$ cat src/design/dpm_pkg.sv
// constants for the dual pll mode configuration block
package dpm_pkg;
  localparam int unsigned REG_W = 5;
  localparam int unsigned ADDR_W = 3;
  // register addresses
  localparam logic [2:0] ADDR_MODE_PLL1 = 3'h0;
  localparam logic [2:0] ADDR_MULT_PLL2 = 3'h1;
  localparam logic [2:0] ADDR_THIRD = 3'h2;
  localparam logic [2:0] ADDR_FOURTH = 3'h3;
  localparam logic [2:0] ADDR_OUT_EN = 3'h4;
  // field positions
  localparam int unsigned PLL_EN_BIT = 0;
  localparam int unsigned FIELD_LO = 1;
  localparam int unsigned FIELD_HI = 4;
  localparam int unsigned SYNC_EN_BIT = 4;
  localparam int unsigned PRI_CLK_EN_BIT = 3;
  localparam int unsigned SEC_CLK_EN_BIT = 2;
  localparam int unsigned LOCK2_SEL_BIT = 1;
  localparam int unsigned LOCK1_SEL_BIT = 0;
  // mode and multiplier codes for reverse/slave operation
  localparam logic [3:0] MODE_REV_SLAVE = 4'h8;
  localparam logic [3:0] MULT_REV_SLAVE = 4'h0;
  // lock indicator selections, {second, first}
  localparam logic [1:0] LOCK_SEL_BOTH = 2'h3;
  localparam logic [1:0] LOCK_SEL_FIRST = 2'h1;
  localparam logic [1:0] LOCK_SEL_SECOND = 2'h2;
  localparam logic [1:0] LOCK_SEL_LOW = 2'h0;
  // values after reset
  localparam logic [4:0] REG_RESET = 5'h00;
  // frequencies of the reverse/slave setup, in Hz
  localparam int unsigned REF_FREQ_HZ = 8000;
  localparam int unsigned OUT_FREQ_HZ = 1544000;
  // pin synchroniser depth
  localparam int unsigned SYNC_STAGES = 2;
  // synchronised pin vector layout
  localparam int unsigned PIN_MS = 0;
  localparam int unsigned PIN_LOCK1 = 1;
  localparam int unsigned PIN_LOCK2 = 2;
  localparam int unsigned PIN_PRI_CLK = 3;
  localparam int unsigned PIN_SEC_CLK = 4;
  localparam int unsigned PIN_SYNC = 5;
  localparam int unsigned PIN_W = 6;
endpackage

$ cat src/design/dpm_top.sv
// control state of a dual pll clock synthesizer, reverse/slave setup
module dpm_top (
  input wire logic core_clk,
  input wire logic arst_n,
  input wire logic ce,
  input wire logic cfg_wr,
  input wire logic [dpm_pkg::ADDR_W-1:0] cfg_addr,
  input wire logic [dpm_pkg::REG_W-1:0] cfg_wdata,
  output logic [dpm_pkg::REG_W-1:0] cfg_rdata,
  input wire logic rate_family_select,
  input wire logic pll1_lock_pin,
  input wire logic pll2_lock_pin,
  input wire logic pll1_clk_pin,
  input wire logic pll2_clk_pin,
  input wire logic sync_pin,
  output logic slave_mode,
  output logic rev_slave_mode,
  output logic [3:0] mode_code,
  output logic [3:0] multiplier,
  output logic first_pll_enable,
  output logic second_pll_enable,
  output logic [dpm_pkg::REG_W-1:0] third_cfg,
  output logic [dpm_pkg::REG_W-1:0] fourth_cfg,
  output logic primary_clock_out,
  output logic secondary_clock_out,
  output logic sync_out,
  output logic lock_indicator
);
  import dpm_pkg::*;

  logic [REG_W-1:0] mode_and_pll1_ctrl_q;
  logic [REG_W-1:0] multiplier_and_pll2_ctrl_q;
  logic [REG_W-1:0] third_command_register_q;
  logic [REG_W-1:0] fourth_command_register_q;
  logic [REG_W-1:0] output_enable_ctrl_q;
  logic [REG_W-1:0] rdata_q;
  logic [PIN_W-1:0] pins_raw;
  logic [PIN_W-1:0] pins_s;
  logic slave_q, rev_q;
  logic [3:0] mode_q, mult_q;
  logic en1_q, en2_q;
  logic [REG_W-1:0] third_q, fourth_q;
  logic pri_clk_q, sec_clk_q, sync_q, lock_q;

  assign pins_raw = {sync_pin, pll2_clk_pin, pll1_clk_pin, pll2_lock_pin, pll1_lock_pin,
                     rate_family_select};

  dpm_sync #(
    .W(PIN_W)
  ) u_sync (
    .core_clk(core_clk),
    .arst_n(arst_n),
    .ce(ce),
    .pin_in(pins_raw),
    .pin_sync(pins_s)
  );

  // register decode
  wire wr_mode = cfg_wr && (cfg_addr == ADDR_MODE_PLL1);
  wire wr_mult = cfg_wr && (cfg_addr == ADDR_MULT_PLL2);
  wire wr_third = cfg_wr && (cfg_addr == ADDR_THIRD);
  wire wr_fourth = cfg_wr && (cfg_addr == ADDR_FOURTH);
  wire wr_out = cfg_wr && (cfg_addr == ADDR_OUT_EN);

  // unmapped addresses read zero
  wire [REG_W-1:0] rdata_d =
    (cfg_addr == ADDR_MODE_PLL1) ? mode_and_pll1_ctrl_q :
    (cfg_addr == ADDR_MULT_PLL2) ? multiplier_and_pll2_ctrl_q :
    (cfg_addr == ADDR_THIRD) ? third_command_register_q :
    (cfg_addr == ADDR_FOURTH) ? fourth_command_register_q :
    (cfg_addr == ADDR_OUT_EN) ? output_enable_ctrl_q : REG_RESET;

  always_ff @(posedge core_clk or negedge arst_n) begin
    if (!arst_n) begin
      mode_and_pll1_ctrl_q <= REG_RESET;
      multiplier_and_pll2_ctrl_q <= REG_RESET;
      third_command_register_q <= REG_RESET;
      fourth_command_register_q <= REG_RESET;
      output_enable_ctrl_q <= REG_RESET;
      rdata_q <= REG_RESET;
    end else if (ce) begin
      if (wr_mode) mode_and_pll1_ctrl_q <= cfg_wdata;
      if (wr_mult) multiplier_and_pll2_ctrl_q <= cfg_wdata;
      if (wr_third) third_command_register_q <= cfg_wdata;
      if (wr_fourth) fourth_command_register_q <= cfg_wdata;
      if (wr_out) output_enable_ctrl_q <= cfg_wdata;
      rdata_q <= rdata_d;
    end
  end

  // field extraction
  wire [3:0] mode_f = mode_and_pll1_ctrl_q[FIELD_HI:FIELD_LO];
  wire [3:0] mult_f = multiplier_and_pll2_ctrl_q[FIELD_HI:FIELD_LO];
  wire en1_f = mode_and_pll1_ctrl_q[PLL_EN_BIT];
  wire en2_f = multiplier_and_pll2_ctrl_q[PLL_EN_BIT];
  wire sync_en_f = output_enable_ctrl_q[SYNC_EN_BIT];
  wire pri_en_f = output_enable_ctrl_q[PRI_CLK_EN_BIT];
  wire sec_en_f = output_enable_ctrl_q[SEC_CLK_EN_BIT];
  wire [1:0] lock_sel_f = {output_enable_ctrl_q[LOCK2_SEL_BIT],
                           output_enable_ctrl_q[LOCK1_SEL_BIT]};

  wire slave_d = !pins_s[PIN_MS];
  // mode code only counts in slave
  wire rev_d = slave_d && (mode_f == MODE_REV_SLAVE);
  // reverse/slave hides the third and fourth registers from the loops
  wire [REG_W-1:0] third_d = rev_d ? REG_RESET : third_command_register_q;
  wire [REG_W-1:0] fourth_d = rev_d ? REG_RESET : fourth_command_register_q;

  wire lock1 = pins_s[PIN_LOCK1];
  wire lock2 = pins_s[PIN_LOCK2];
  // in the both selection a disabled pll does not hold the indicator low; none enabled reads low
  wire both_ok = (en1_f || en2_f) && (!en1_f || lock1) && (!en2_f || lock2);
  wire lock_d = (lock_sel_f == LOCK_SEL_BOTH) ? both_ok :
                (lock_sel_f == LOCK_SEL_FIRST) ? lock1 :
                (lock_sel_f == LOCK_SEL_SECOND) ? lock2 : 1'b0;

  // loop clocks reach the pins only with pll and driver enabled
  wire pri_clk_d = pins_s[PIN_PRI_CLK] && en1_f && pri_en_f;
  wire sec_clk_d = pins_s[PIN_SEC_CLK] && en2_f && sec_en_f;
  wire sync_d = pins_s[PIN_SYNC] && sync_en_f;

  always_ff @(posedge core_clk or negedge arst_n) begin
    if (!arst_n) begin
      slave_q <= 1'b0;
      rev_q <= 1'b0;
      mode_q <= 4'h0;
      mult_q <= 4'h0;
      en1_q <= 1'b0;
      en2_q <= 1'b0;
      third_q <= REG_RESET;
      fourth_q <= REG_RESET;
      pri_clk_q <= 1'b0;
      sec_clk_q <= 1'b0;
      sync_q <= 1'b0;
      lock_q <= 1'b0;
    end else if (ce) begin
      slave_q <= slave_d;
      rev_q <= rev_d;
      mode_q <= mode_f;
      mult_q <= mult_f;
      en1_q <= en1_f;
      en2_q <= en2_f;
      third_q <= third_d;
      fourth_q <= fourth_d;
      pri_clk_q <= pri_clk_d;
      sec_clk_q <= sec_clk_d;
      sync_q <= sync_d;
      lock_q <= lock_d;
    end
  end

  // multiplier passes to the loop as written; host supplies 0000
  assign multiplier = mult_q;
  assign cfg_rdata = rdata_q;
  assign slave_mode = slave_q;
  assign rev_slave_mode = rev_q;
  assign mode_code = mode_q;
  assign first_pll_enable = en1_q;
  assign second_pll_enable = en2_q;
  assign third_cfg = third_q;
  assign fourth_cfg = fourth_q;
  assign primary_clock_out = pri_clk_q;
  assign secondary_clock_out = sec_clk_q;
  assign sync_out = sync_q;
  assign lock_indicator = lock_q;

  // checks
  property p_slave_pin;
    @(posedge core_clk) disable iff (!arst_n)
    // first edge after release still shows the reset value
    ($past(ce) && $past(arst_n)) |-> (slave_mode == !$past(pins_s[PIN_MS]));
  endproperty
  a_slave_pin: assert property (p_slave_pin) else $error("slave flag wrong");

  property p_rev_mode;
    @(posedge core_clk) disable iff (!arst_n)
    rev_slave_mode |-> (slave_mode && mode_code == MODE_REV_SLAVE);
  endproperty
  a_rev_mode: assert property (p_rev_mode) else $error("reverse mode without cause");

  property p_pri_gate;
    @(posedge core_clk) disable iff (!arst_n)
    primary_clock_out |-> ($past(en1_f) && $past(pri_en_f));
  endproperty
  a_pri_gate: assert property (p_pri_gate) else $error("primary clock ungated");

  property p_sec_gate;
    @(posedge core_clk) disable iff (!arst_n)
    secondary_clock_out |-> ($past(en2_f) && $past(sec_en_f));
  endproperty
  a_sec_gate: assert property (p_sec_gate) else $error("secondary clock ungated");

  property p_ignore_regs;
    @(posedge core_clk) disable iff (!arst_n)
    rev_slave_mode |-> (third_cfg == REG_RESET && fourth_cfg == REG_RESET);
  endproperty
  a_ignore_regs: assert property (p_ignore_regs) else $error("third/fourth leak");

  property p_write_read;
    @(posedge core_clk) disable iff (!arst_n)
    (ce && wr_out) ##1 (ce && !cfg_wr && cfg_addr == ADDR_OUT_EN) |=>
      cfg_rdata == $past(cfg_wdata, 2);
  endproperty
  a_write_read: assert property (p_write_read) else $error("readback mismatch");

  property p_lock_low;
    @(posedge core_clk) disable iff (!arst_n)
    ($past(ce) && $past(lock_sel_f) == LOCK_SEL_LOW) |-> !lock_indicator;
  endproperty
  a_lock_low: assert property (p_lock_low) else $error("indicator not forced low");

  property p_lock_both;
    @(posedge core_clk) disable iff (!arst_n)
    ($past(ce) && $past(lock_sel_f) == LOCK_SEL_BOTH && $past(en1_f) && !$past(lock1))
      |-> !lock_indicator;
  endproperty
  a_lock_both: assert property (p_lock_both) else $error("indicator high while unlocked");

  property p_lock_first;
    @(posedge core_clk) disable iff (!arst_n)
    ($past(ce) && $past(lock_sel_f) == LOCK_SEL_FIRST) |-> lock_indicator == $past(lock1);
  endproperty
  a_lock_first: assert property (p_lock_first) else $error("first-only indicator wrong");

  property p_sync_off;
    @(posedge core_clk) disable iff (!arst_n)
    (!sync_en_f)[*2] |=> !sync_out;
  endproperty
  a_sync_off: assert property (p_sync_off) else $error("sync toggles while off");

  c_rev_mode: cover property (@(posedge core_clk) disable iff (!arst_n) $rose(rev_slave_mode));
  c_pri_on: cover property (@(posedge core_clk) disable iff (!arst_n) $rose(primary_clock_out));
  c_lock_up: cover property (@(posedge core_clk) disable iff (!arst_n) $rose(lock_indicator));
endmodule

$ cat src/design/dpm_sync.sv
// two flip-flop synchroniser for a vector of unrelated pins
module dpm_sync #(
  parameter int unsigned W = 1
) (
  input wire logic core_clk,
  input wire logic arst_n,
  input wire logic ce,
  input wire logic [W-1:0] pin_in,
  output logic [W-1:0] pin_sync
);
  import dpm_pkg::*;

  logic [W-1:0] meta_q;
  logic [W-1:0] sync_q;

  // first stage feeds only the second stage
  for (genvar i = 0; i < W; i++) begin : g_bit
    always_ff @(posedge core_clk or negedge arst_n) begin
      if (!arst_n) begin
        meta_q[i] <= 1'b0;
        sync_q[i] <= 1'b0;
      end else if (ce) begin
        meta_q[i] <= pin_in[i];
        sync_q[i] <= meta_q[i];
      end
    end
  end

  assign pin_sync = sync_q;
endmodule

$ cat config.mk
export PLATFORM = sky130hd
export DESIGN_NAME = dpm_top
export DESIGN_NICKNAME = d
export VERILOG_FILES = /design/src/design/dpm_pkg.sv /design/src/design/dpm_top.sv /design/src/design/dpm_sync.sv
export SDC_FILE = /design/constraint.sdc
export NUM_CORES = 1
export LEC_CHECK = 0
export BUFFER_PORTS_ARGS = -buffer_cell sky130_fd_sc_hd__buf_2
export CAP_MARGIN = 0
export CORE_UTILIZATION = 45
export DETAILED_ROUTE_END_ITERATION = 7
export PLACE_DENSITY = 0.65
export SLEW_MARGIN = 15
export SYNTH_ARGS = -nofsm -noshare
export SYNTH_HDL_FRONTEND = slang
export SYNTH_HIERARCHICAL = 1
export SYNTH_SLANG_ARGS = --single-unit
$ cat constraint.sdc
create_clock -name core_clk -period 1.54 [get_ports core_clk]
set_input_delay 0 -clock core_clk [delete_from_list [all_inputs] [get_ports core_clk]]
set_output_delay 0 -clock core_clk [all_outputs]
set_load 0.01 [all_outputs]
* Yosys cells after proc, flatten, opt, wreduce, memory -nomap -nowiden
Cells that the tools add are included.
** Word-level totals
- Register bits :: 68
- Bits in latches :: 0
- Memory bits (writable) :: 0
- Bits in read-only memories :: 0
- Input port bits :: 18
- Output and inout bits :: 31
- Word-level logic and storage cells :: 73
- Memories :: 0
** Operators by class
- Add/subtract/negate cells :: 0
- $mul :: 0
- Div/mod/pow operators :: 0
- $lt $le $gt $ge :: 0
- Equal/unequal tests :: 8
- Shift-type cells :: 0
- Multiplexer cells :: 10
- Bitwise gates (word level) :: 0
- Reduce and logical (&&, ||, !) cells :: 25
** Operators with widths (number)
- 5-bit 2-to-1 mux :: 7
- 1-bit logical AND :: 13
- 2-bit AND reduction :: 5
- 3-bit by 2-bit == test with 1-bit output (second input constant) :: 2
- 2-bit == test (second input constant) :: 2
- 4-bit == test (second input constant) :: 1
- 3-bit by 1-bit == test with 1-bit output (second input constant) :: 1
- 3-bit == test (second input constant) :: 1
- 1-bit logical NOT :: 3
- 3-bit logical NOT :: 1
- 1-bit logical OR :: 3
- 1-bit 2-to-1 mux :: 3
- 2-bit by 1-bit == test with 1-bit output (second input constant) :: 1

* Longest topological paths before layout
Gate-level depths: netlist of the first run.
- Depth in word-level cells :: 6
- Mapped depth :: 5
- Gate-level depth less buffers :: 3

* Modules after synthesis
The synthesis of the first run kept the hierarchy.
** By module, submodules not included
- dpm_top :: times used 1, cells an instance 174, area each 2398.6 µm², sequential area each 1401.3 µm²
- dpm_sync :: times used 1, cells an instance 25, area each 484.2 µm², sequential area each 300.3 µm²

* Least setup slack after synthesis of the first run
No wires, ideal clock.
- Kind :: register to register
- Start :: register mode_and_pll1_ctrl_q[3]
- End :: register fourth_q[0], in the netlist fourth_cfg[0]
- Library setup time :: 121 ps
- Data arrival time :: 1065 ps
- Required time :: 1419 ps
- Setup slack :: 354 ps
- Stages on the path, launching flop included :: 5
- Buffers on the path :: 1
- Period minus slack after synthesis :: 1186 ps
- Cell sequence :: dfrtp_1 -> nor4_1 -> a21oi_1 -> buf_2 -> a22o_1
** Between the ends
- Word-level cells in the longest chain between the ends :: 3
** RTL lines
- start, declared :: line dpm_top.sv:31 : logic [REG_W-1:0] mode_and_pll1_ctrl_q;
- start signal, assigned :: line dpm_top.sv:82 : if (wr_mode) mode_and_pll1_ctrl_q <= cfg_wdata;
- 4-bit == test :: line dpm_top.sv:104 : wire rev_d = slave_d && (mode_f == MODE_REV_SLAVE);
- 1-bit logical AND :: line dpm_top.sv:104
- 5-bit 2-to-1 mux :: line dpm_top.sv:107 : wire [REG_W-1:0] fourth_d = rev_d ? REG_RESET : fourth_command_register_q;
- end signal, assigned :: line dpm_top.sv:144 : fourth_q <= fourth_d;
- end, declared :: line dpm_top.sv:42 : logic [REG_W-1:0] third_q, fourth_q;
Every way passes these cells.
A chain may end at the register's enable or synchronous reset.

* Final worst setup path of the first run
- Start :: register mode_and_pll1_ctrl_q[3]
- End :: register third_q[3], in the netlist third_cfg[3]
** Between the ends
- Word-level cells in the longest chain between the ends :: 3
** RTL lines
- 4-bit == test :: line dpm_top.sv:104
- 1-bit logical AND :: line dpm_top.sv:104
- 5-bit 2-to-1 mux :: line dpm_top.sv:106 : wire [REG_W-1:0] third_d = rev_d ? REG_RESET : third_command_register_q;
- end signal, assigned :: line dpm_top.sv:143 : third_q <= third_d;
- end, declared :: line dpm_top.sv:42
Every way passes these cells.

==> flow_summary_export.csv, run 1 <==
group,metric,value,unit
critical_path,crit_fanout,11,
timing,hold_viol_final,0,
detailed_routing,wl_met1,2.81,mm
logic_synthesis,synth_edf_count,0,
pwr,powerDensity,1320,nW/µm²
logic_synthesis,avgSynthCellArea,14.5,µm²
pwr,p_leak,1.63,nW
timing,setup_viol,0,
floorplanning,dieArea,6730,µm²
clocking,cts_sinks,68,
detailed_routing,dr.max_layer_used,"met4",
logic_synthesis,ys.warnings.count,6,
global_route,antenna_found_initial,0,
floorplanning,die_y,82.0,µm
placement,portBuffers,48,
detailed_routing,first_pass_iters,4,
critical_path,crit_required,1760,ps
pwr,total_power,0.00462,W
detailed_routing,drc,0,
placement,gp_congestion,0.753,
logic_synthesis,syn_inst,199,
critical_path,slowest_delay,410,ps
logic_synthesis,yosysTopAreaCell,"dfrtp_1",
floorplanning,fp.coreArea,6060,µm²
logic_synthesis,ys_ff_latch,68,
detailed_routing,vias,1868,
global_route,grt_first_pass_wirelength,9.08,mm
clocking,h-tree-depth,3,
critical_path,crit_path_top_delay_cell,"dfrtp_1",
timing,slew_headroom,65.3,%
detailed_routing,drtIter0Drc,125,
floorplanning,die_w,82.0,µm
critical_path,critPathKind,"register to register",
logic_synthesis,synth_top_area_share,59.0,%
clocking,ctsLongestPathBuffers,2,
global_route,track_usage,19.0,%
logic_synthesis,synth_seq_area_share,59.0,%
logic_synthesis,synth_cell_types,30,
finish,multi_input_area,1120,µm²
timing,fin_crit,1300,ps
critical_path,path_cells,"nor4_2, a21oi_2, a22o_1",
clocking,cts_setup_buffers,0,
critical_path,cp.arrival,1520,ps
timing,worst_pin_slew,521,ps
clocking,cts_tree,"built",
finish,final_nets,282,
timing,timing.fmax,771,MHz
detailed_routing,routed-wl-met2,2.48,mm
timing,rsz0062_at_grt,"false",
logic_synthesis,synth_area_leaders,"dfrtp_1, mux2_2, mux2_4, a22o_1, o21ai_0",
detailed_routing,wl,5.69,mm
finish,diodes,0,
global_route,grt_max_degree,69,
global_route,first_global_vias,1812,
finish,area_delta_synth_final,21.4,%
finish,seqCellArea,1700,µm²
critical_path,worstSetupStartpointType,"register",
finish,final_layout_size_suffix_gt1_share,46.6,%
detailed_routing,wl_met3,302,µm
clocking,ctsRootBufferMaster,"clkbuf_8",
detailed_routing,wl_per_cell,16.6,µm
clocking,cts_buffers,9,
critical_path,endpoint_kind,"register",
detailed_routing,drtAntennaViolNets,0,
clocking,clk_latency,340,ps
floorplanning,rows,28,
logic_synthesis,synthFlopType,"dfrtp_1",
outcome,status,"completed",
logic_synthesis,synth-async-reset-ratio,100,%
timing,final.period_utilization,84.2,%
flow_run,drv_cap,0,
detailed_routing,via_per_inst,5.45,
floorplanning,ioPinCount,49,
floorplanning,start_util,47.6,%
pwr,irDropWorstVdd,0.000545,V
finish,nFillCells,540,
worst_hold_path,hold_class,"input pin to register",
timing,skew,4.29,ps
global_route,grt_overflow,0,
timing,final_max_slew_viol_count,0,
logic_synthesis,synth_fp_nets,217,
timing,setup-tns-final,0,ps
placement,dp_hpwl,3.75,mm
logic_synthesis,syn_area,2880,µm²
clocking,path_clk_slew,70,ps
==> flip-flops by register name, summed over array words and instances, names as in the netlist <==
name	flops
fourth_cfg	5
third_command_register_q	5
third_cfg	5
u_sync/pin_sync	6
multiplier	4
cfg_rdata	5
lock_indicator	1
fourth_command_register_q	5
mode_and_pll1_ctrl_q	5
rev_slave_mode	1
multiplier_and_pll2_ctrl_q	5
first_pll_enable	1
sync_out	1
u_sync/meta_q	6
output_enable_ctrl_q	5
mode_code	4
primary_clock_out	1
secondary_clock_out	1
second_pll_enable	1
slave_mode	1
==> layout by cell type, fill, tap and decap left out, types with 7 or more instances in the layout <==
master,n
nand2b_1,7
dfrtp_1,68
mux2_2,42
buf_2,48
dlygate4sd3_1,12
a22o_1,10
clkbuf_8,11
mux2_4,10
o21ai_0,9
==> kinds of logic after synthesis <==
| kind of cell | share of synthesized area, % |
|---|---|
| buf+inv | 2.34 |
| compound gates | 8.46 |
| flops | 59.0 |
| mux | 22.0 |
| simple gates | 8.20 |
==> metal layers <==
layer	vias up	track usage [%]
met3	11	5.33
met5	-	0
li1	869	-
met1	940	26.0
met4	0	10.4
met2	48	26.9
==> critical path, delay by kind of cell (launching register included) <==
family / cells / cell delay [ps]
AOI/OAI and AO/OA: 2 / 430
DFF: 1 / 410
and+or+nand+nor: 1 / 340
==> power by group <==
| part | leakage, nW | internal [W] | switching [W] |
|---|---|---|---|
| Clock | 0.0893 | 0.000659 | 0.000621 |
| Sequential | 0.839 | 0.00215 | 0.000251 |
| Combinational | 0.700 | 0.000534 | 0.000399 |
==> worst paths after layout <==
kind                                              start  slack [ps]                 end  cells past startpoint
worst max-delay path            mode_and_pll1_ctrl_q[3]         240        third_cfg[3]                      3
worst min-delay path                                 ce         130      rev_slave_mode                      4
worst max register to register  mode_and_pll1_ctrl_q[3]         240        third_cfg[3]                      3
worst min register to register           rev_slave_mode         490      rev_slave_mode                      2
max in group asynchronous                        arst_n        1030  u_sync/pin_sync[2]                      3
min in group asynchronous                        arst_n         180        third_cfg[0]                      3
==> timing repair <==
item / in CTS / in global routing
hold endpoints to repair: 93 / 1
hold buffers: 11 / 1
resized for setup: 0 / 2
setup endpoints to repair: 0 / 11
==> stage by stage <==
| stage | setup slack, ps | cells | hold slack (ps) | area, µm² | utilization, % |
|---|---|---|---|---|---|
| global placement | 82.5 | 316 | 49.7 | 3200 | 52.8 |
| floorplan | 354 | 199 | -296 | 2880 | - |
| CTS | 44.3 | 342 | 4.09 | 3480 | 57.4 |
| finish | 243 | 343 | 129 | 3500 | 57.7 |
| global route | 141 | 343 | 192 | 3500 | 57.7 |
| detailed placement | 64.4 | 316 | 47.1 | 3200 | 52.8 |
==> cells in the mapped netlist, types with 3 or more instances <==
cell       number
buf_2           3
o2bb2ai_1       5
o21ai_0         9
dfrtp_1        68
nand2_1         3
mux2_4         10
nor3b_1         5
a22o_1         10
nand2b_1        7
mux2_2         42
a21oi_1         3
nor2_1          3
a221oi_1        5
inv_1           3
clkbuf_1        3
==> layout make-up <==
cell class / instances / area share (%)
multi-input combinational: 118 / 32.1
sequential: 68 / 48.6
inverter: 4 / 0.429
clock inverter: 2 / 0.286
tap: 75 / 2.68
clock buffer: 13 / 4.54
timing repair buffer: 63 / 11.3
Note: power is estimated with default switching activity, not from simulation.
==> inputs of run 2 (changes only) <==
--- a/config.mk
+++ b/config.mk
@@ -9,7 +9,7 @@
 export CAP_MARGIN = 0
 export CORE_UTILIZATION = 45
 export DETAILED_ROUTE_END_ITERATION = 7
-export PLACE_DENSITY = 0.65
+export PLACE_DENSITY = 0.68
 export SLEW_MARGIN = 15
 export SYNTH_ARGS = -nofsm -noshare
 export SYNTH_HDL_FRONTEND = slang
==> constraint.sdc (replaced) <==
create_clock -name core_clk -period 1.05 [get_ports core_clk]
set_input_delay 0 -clock core_clk [delete_from_list [all_inputs] [get_ports core_clk]]
set_output_delay 0 -clock core_clk [all_outputs]
set_load 0.01 [all_outputs]
==> run 2 against run 1 <==
  * The run now ends with setup timing left
  * Maximum frequency rose by 2.6%
  * Design area up 12%
  * Sequential power grew 45%
  * Total power up 58%
  * Worst setup slack got worse by 460 ps
  * Critical path type unchanged
  * Largest cell class unchanged
==> flow_summary_export.csv, run 2 (synthesized netlist as in run 1, its figures left out) <==
group,metric,value,unit
timing,setup_slack,-213,ps
global_route,antenna_found_initial,0,
worst_hold_path,hold_depth,3,
finish,final_common_cell,"dfrtp_1",
placement,dp_hpwl,4.29,mm
floorplanning,die_y,82.0,µm
clocking,cts_sinks,68,
critical_path,critPathKind,"register to register",
critical_path,crit_fanout,11,
finish,final_nets,320,
critical_path,reg2reg_depth,4,
critical_path,worstSetupStartpointType,"register",
flow_run,drv_cap,0,
pwr,irDropWorstVdd,0.00118,V
detailed_routing,drtAntennaViolNets,0,
finish,final_layout_size_suffix_gt1_share,55.6,%
detailed_routing,drc,0,
outcome,violations,"setup timing",
floorplanning,rows,28,
detailed_routing,wl,6.22,mm
detailed_routing,vias,1979,
timing,final_max_slew_viol_count,0,
detailed_routing,drtIter0Drc,66,
global_route,grt_max_degree,69,
critical_path,endpoint_kind,"register",
floorplanning,start_util,47.6,%
floorplanning,fp.coreArea,6060,µm²
pwr,p_leak,1.88,nW
clocking,cts_tree,"built",
clocking,h-tree-depth,3,
global_route,first_global_vias,2041,
timing,setup_viol,17,
placement,portBuffers,48,
timing,hold_viol_final,0,
critical_path,crit_required,1270,ps
outcome,status,"finished with violations",
timing,final.period_utilization,120,%
finish,area_delta_synth_final,35.6,%
clocking,cts_buffers,9,
timing,slew_headroom,53.2,%
critical_path,rr_endpoint,"fourth_cfg[3]",
pwr,powerDensity,1870,nW/µm²
detailed_routing,via_per_inst,5.19,
timing,fin_crit,1260,ps
finish,most-common-layout-cells,"dfrtp_1, buf_2, buf_4, mux2_2, mux2_4",
finish,diodes,0,
floorplanning,dieArea,6730,µm²
clocking,ctsLongestPathBuffers,2,
critical_path,cp.arrival,1490,ps
critical_path,r2r_start,"mode_and_pll1_ctrl_q[3]",
floorplanning,ioPinCount,49,
clocking,clk_latency,340,ps
timing,rsz0062_at_grt,"true",
global_route,grt_overflow,0,
global_route,track_usage,20.7,%
clocking,ctsRootBufferMaster,"clkbuf_8",
placement,gp_congestion,0.740,
worst_hold_path,hold_end,"mode_and_pll1_ctrl_q[1]",
timing,worst_pin_slew,700,ps
timing,setup-tns-final,-2510,ps
global_route,grt_first_pass_wirelength,9.98,mm
timing,whs,188,ps
critical_path,rrSetupSlack,-210,ps
floorplanning,die_w,82.0,µm
timing,timing.fmax,792,MHz
timing,skew,6.10,ps
detailed_routing,wl_per_cell,16.3,µm
worst_hold_path,min-delay-start,"cfg_addr[2]",
detailed_routing,first_pass_iters,4,
clocking,path_clk_slew,70,ps
worst_hold_path,hold_class,"input pin to register",
[run 2: how the worst max path moves through the flow]
stage	endpoint	from	slack [ps]
finish	fourth_cfg[3]	mode_and_pll1_ctrl_q[3]	-210
global route	fourth_cfg[3]	mode_and_pll1_ctrl_q[3]	-280
CTS	third_cfg[1]	u_sync/pin_sync[0]	-200
detailed placement	third_cfg[1]	u_sync/pin_sync[0]	-200
global placement	fourth_cfg[4]	u_sync/pin_sync[0]	-160
floorplan	fourth_cfg[0]	u_sync/pin_sync[0]	-120
[run 2: stage by stage]
step / total power, W / worst slack, ps / std cells / area [µm²] / util, %
floorplan: 0.00442 / -124 / 199 / 2940 / -
global placement: 0.00524 / -165 / 353 / 3540 / 58.4
detailed placement: 0.00530 / -201 / 353 / 3540 / 58.4
CTS: 0.00727 / -196 / 380 / 3850 / 63.6
global route: 0.00771 / -280 / 381 / 3910 / 64.5
finish: 0.00730 / -213 / 381 / 3910 / 64.5
[run 2: timing repair]
item / in CTS / in global routing
hold endpoints to repair: 99 / 0
setup buffers: 0 / 1
setup endpoints to repair: 17 / 17
hold buffers: 12 / 0
cloned: 0 / 0
gates resized for setup: 6 / 7
pin swaps: 3 / 1
[run 2: cell type report]
type,instances,area (µm²)
flip-flops and latches,68,1700
fillers,493,2150
clock inverters,2,10.0
repair buffers,101,697
multi-input cells,118,1230
inverters,4,15.0
clock buffers,13,159
well taps,75,93.8
[run 2: critical path, cell delays in order (launching register included)]
cell and delay (ps):
dfrtp_1 400, nor4_2 270, a21oi_1 100, buf_4 180, a22o_1 190
[run 2: per-layer routing]
layer / vias up / global-route usage [%] / share of wire (%)
li1: 940 / - / -
met1: 992 / 28.4 / 49
met2: 42 / 31.7 / 46
met3: 5 / 5.67 / 4.2
met4: 0 / 6.84 / 0.77
met5: - / 0 / 0
[run 2: power by group]
group	total (W)	switching, W	internal (W)
clock network	0.00189	0.000926	0.000968
registers	0.00348	0.000322	0.00316
logic	0.00193	0.000774	0.00115
==> inputs of run 3 (changes only) <==
==> constraint.sdc (replaced) <==
create_clock -name core_clk -period 1.05 [get_ports core_clk]
set_input_delay 0 -clock core_clk [delete_from_list [all_inputs] [get_ports core_clk]]
set_output_delay 0 -clock core_clk [all_outputs]
set_load 0.05 [all_outputs]
==> run 3 against run 2 <==
  * The flow still finishes with violations (setup timing)
  * Clock power about the same
  * Critical path depth is the same
  * First-iteration DRC count rose by 33%
  * Design area fell by 1.2%
  * Sequential power about the same
  * Flip-flop and latch count stayed put
  * Sequential share of layout area rose by 0.55 points
  * Routed wire length increased by 2.0%
  * Non-clock buffer count fell by 5
  * Maximum frequency up 0.53%
  * Worst setup slack improved by 6.7 ps
  * Critical endpoint unchanged
  * Largest cell class unchanged
==> flow_summary_export.csv, run 3 (synthesized netlist as in run 1, its figures left out) <==
group,metric,value,unit
floorplanning,ioPinCount,49,
global_route,first_global_vias,1975,
critical_path,cp.arrival,1490,ps
placement,gp_congestion,0.814,
critical_path,rrSetupSlack,-210,ps
critical_path,reg2reg_depth,4,
finish,final_cell_count_no_fill,376,
critical_path,endpoint_kind,"register",
pwr,irDropWorstVdd,0.00120,V
pwr,total_power,0.00799,W
timing,skew,9.42,ps
floorplanning,fp.coreArea,6060,µm²
global_route,grt_overflow,0,
clocking,cts_tree,"built",
pwr,powerDensity,2070,nW/µm²
pwr,seq_power_share,43.8,%
timing,final.period_utilization,120,%
clocking,cts_buffers,9,
finish,final_common_cell,"dfrtp_1",
floorplanning,rows,28,
critical_path,crit_fanout,5,
critical_path,crit_required,1280,ps
finish,most-common-layout-cells,"dfrtp_1, buf_2, mux2_2, buf_4, mux2_4",
timing,setup_slack,-207,ps
floorplanning,die_w,82.0,µm
timing,final_max_slew_viol_count,0,
timing,whs,173,ps
floorplanning,dieArea,6730,µm²
pwr,pwr-share-clk,23.6,%
placement,dp_hpwl,4.30,mm
clocking,h-tree-depth,3,
pwr,sw_frac_of_total,34.9,%
clocking,ctsRootBufferMaster,"clkbuf_8",
pwr,p_leak,1.84,nW
clocking,cts_sinks,68,
detailed_routing,via_per_inst,5.28,
timing,hold_viol_final,0,
placement,place_ws,-241,ps
floorplanning,start_util,47.6,%
detailed_routing,wl,6.35,mm
pwr,p_int,0.00520,W
outcome,violations,"setup timing",
critical_path,setup.worst_path.end,"fourth_cfg[3]",
pwr,netSwitchingPower,0.00278,W
timing,rsz0062_at_grt,"true",
finish,final_nets,315,
finish,area_delta_synth_final,34.0,%
timing,timing.fmax,796,MHz
finish,seqCellArea,1700,µm²
outcome,status,"finished with violations",
critical_path,worstSetupStartpointType,"register",
detailed_routing,drc,0,
clocking,clk_latency,340,ps
floorplanning,die_y,82.0,µm
clocking,path_clk_slew,70,ps
finish,final_layout_size_suffix_gt1_share,54.5,%
flow_run,drv_cap,0,
clocking,ctsLongestPathBuffers,2,
detailed_routing,wl_per_cell,16.9,µm
global_route,grt_max_degree,69,
timing,setup_viol,16,
global_route,antenna_found_initial,0,
detailed_routing,vias,1985,
placement,portBuffers,48,
global_route,track_usage,21.3,%
detailed_routing,drtAntennaViolNets,0,
detailed_routing,first_pass_iters,4,
critical_path,crit_path_start,"mode_and_pll1_ctrl_q[3]",
detailed_routing,drtIter0Drc,88,
placement,placed_cells,348,
timing,worst_pin_slew,687,ps
timing,fin_crit,1260,ps
timing,slew_headroom,54.0,%
timing,setup-tns-final,-2290,ps
critical_path,critPathKind,"register to register",
finish,multi_input_area,1200,µm²
critical_path,r2r_start,"mode_and_pll1_ctrl_q[3]",
clocking,cts_setup_buffers,0,
finish,diodes,0,
critical_path,rr_endpoint,"fourth_cfg[3]",
global_route,grt_first_pass_wirelength,10.1,mm
finish,nFillCells,464,
pwr,pwr-share-comb,32.6,%
worst_hold_path,hold_class,"input pin to register",
## run 3: cell types whose count changed in the layout (fill, tap and decap cells not counted), sizes merged
cell  previous run  this run
buf             89        84
## run 3: worst min path at each step
stage | startpoint | endpoint | slack [ps] | cells past startpoint
2_1_floorplan | arst_n | cfg_rdata[0] | -300 | 0
3_5_place_dp | arst_n | fourth_cfg[0] | 50 | 2
3_3_place_gp | arst_n | u_sync/pin_sync[1] | 50 | 2
4_1_cts | ce | cfg_rdata[0] | 150 | 4
6_report | ce | cfg_rdata[0] | 170 | 4
5_1_grt | ce | cfg_rdata[0] | 170 | 4
## run 3: cell type report
type,instances,share of cell area [%]
Inverter,4,0.389
Sequential cell,68,44.1
Clock inverter,2,0.259
Clock buffer,13,4.11
Timing Repair Buffer,96,17.7
Multi-Input combinational cell,118,31.0
Tap cell,75,2.43
## run 3: metal layers
layer	GRT usage [%]	vias to the layer above	routed length, µm
li1	-	933	-
met1	28.7	1000	3130
met2	31.8	39	2860
met3	5.33	13	215
met4	10.5	0	139
met5	0	-	0
## run 3: metrics by stage
stage	util, %	instance area (µm²)
after floorplan	-	2940
after global placement	58.2	3530
after detailed placement	58.2	3530
after CTS	63.2	3830
after global routing	63.7	3860
final	63.7	3860
## run 3: power groups by stage
stage | Sequential (W) | Clock [W] | Combinational, W
2_1_floorplan | 0.00439 | 0 | 0.000816
3_3_place_gp | 0.00350 | 0 | 0.00250
3_5_place_dp | 0.00352 | 0 | 0.00253
4_1_cts | 0.00348 | 0.00193 | 0.00259
5_1_grt | 0.00357 | 0.00207 | 0.00278
6_report | 0.00350 | 0.00188 | 0.00260
## run 3: what timing repair did
item                       in CTS  in global routing
cloned                          0                  1
hold endpoints to repair       99                  0
pin swaps                       2                  2
setup endpoints to repair      17                 17
hold buffers                   12                  0
gates resized for setup         3                  7
## run 3: critical path, stage by stage, from the launching register on
cell	delay, ps
dfrtp_1	410
nor4_4	290
a21oi_2	110
buf_4	170
a22o_1	170
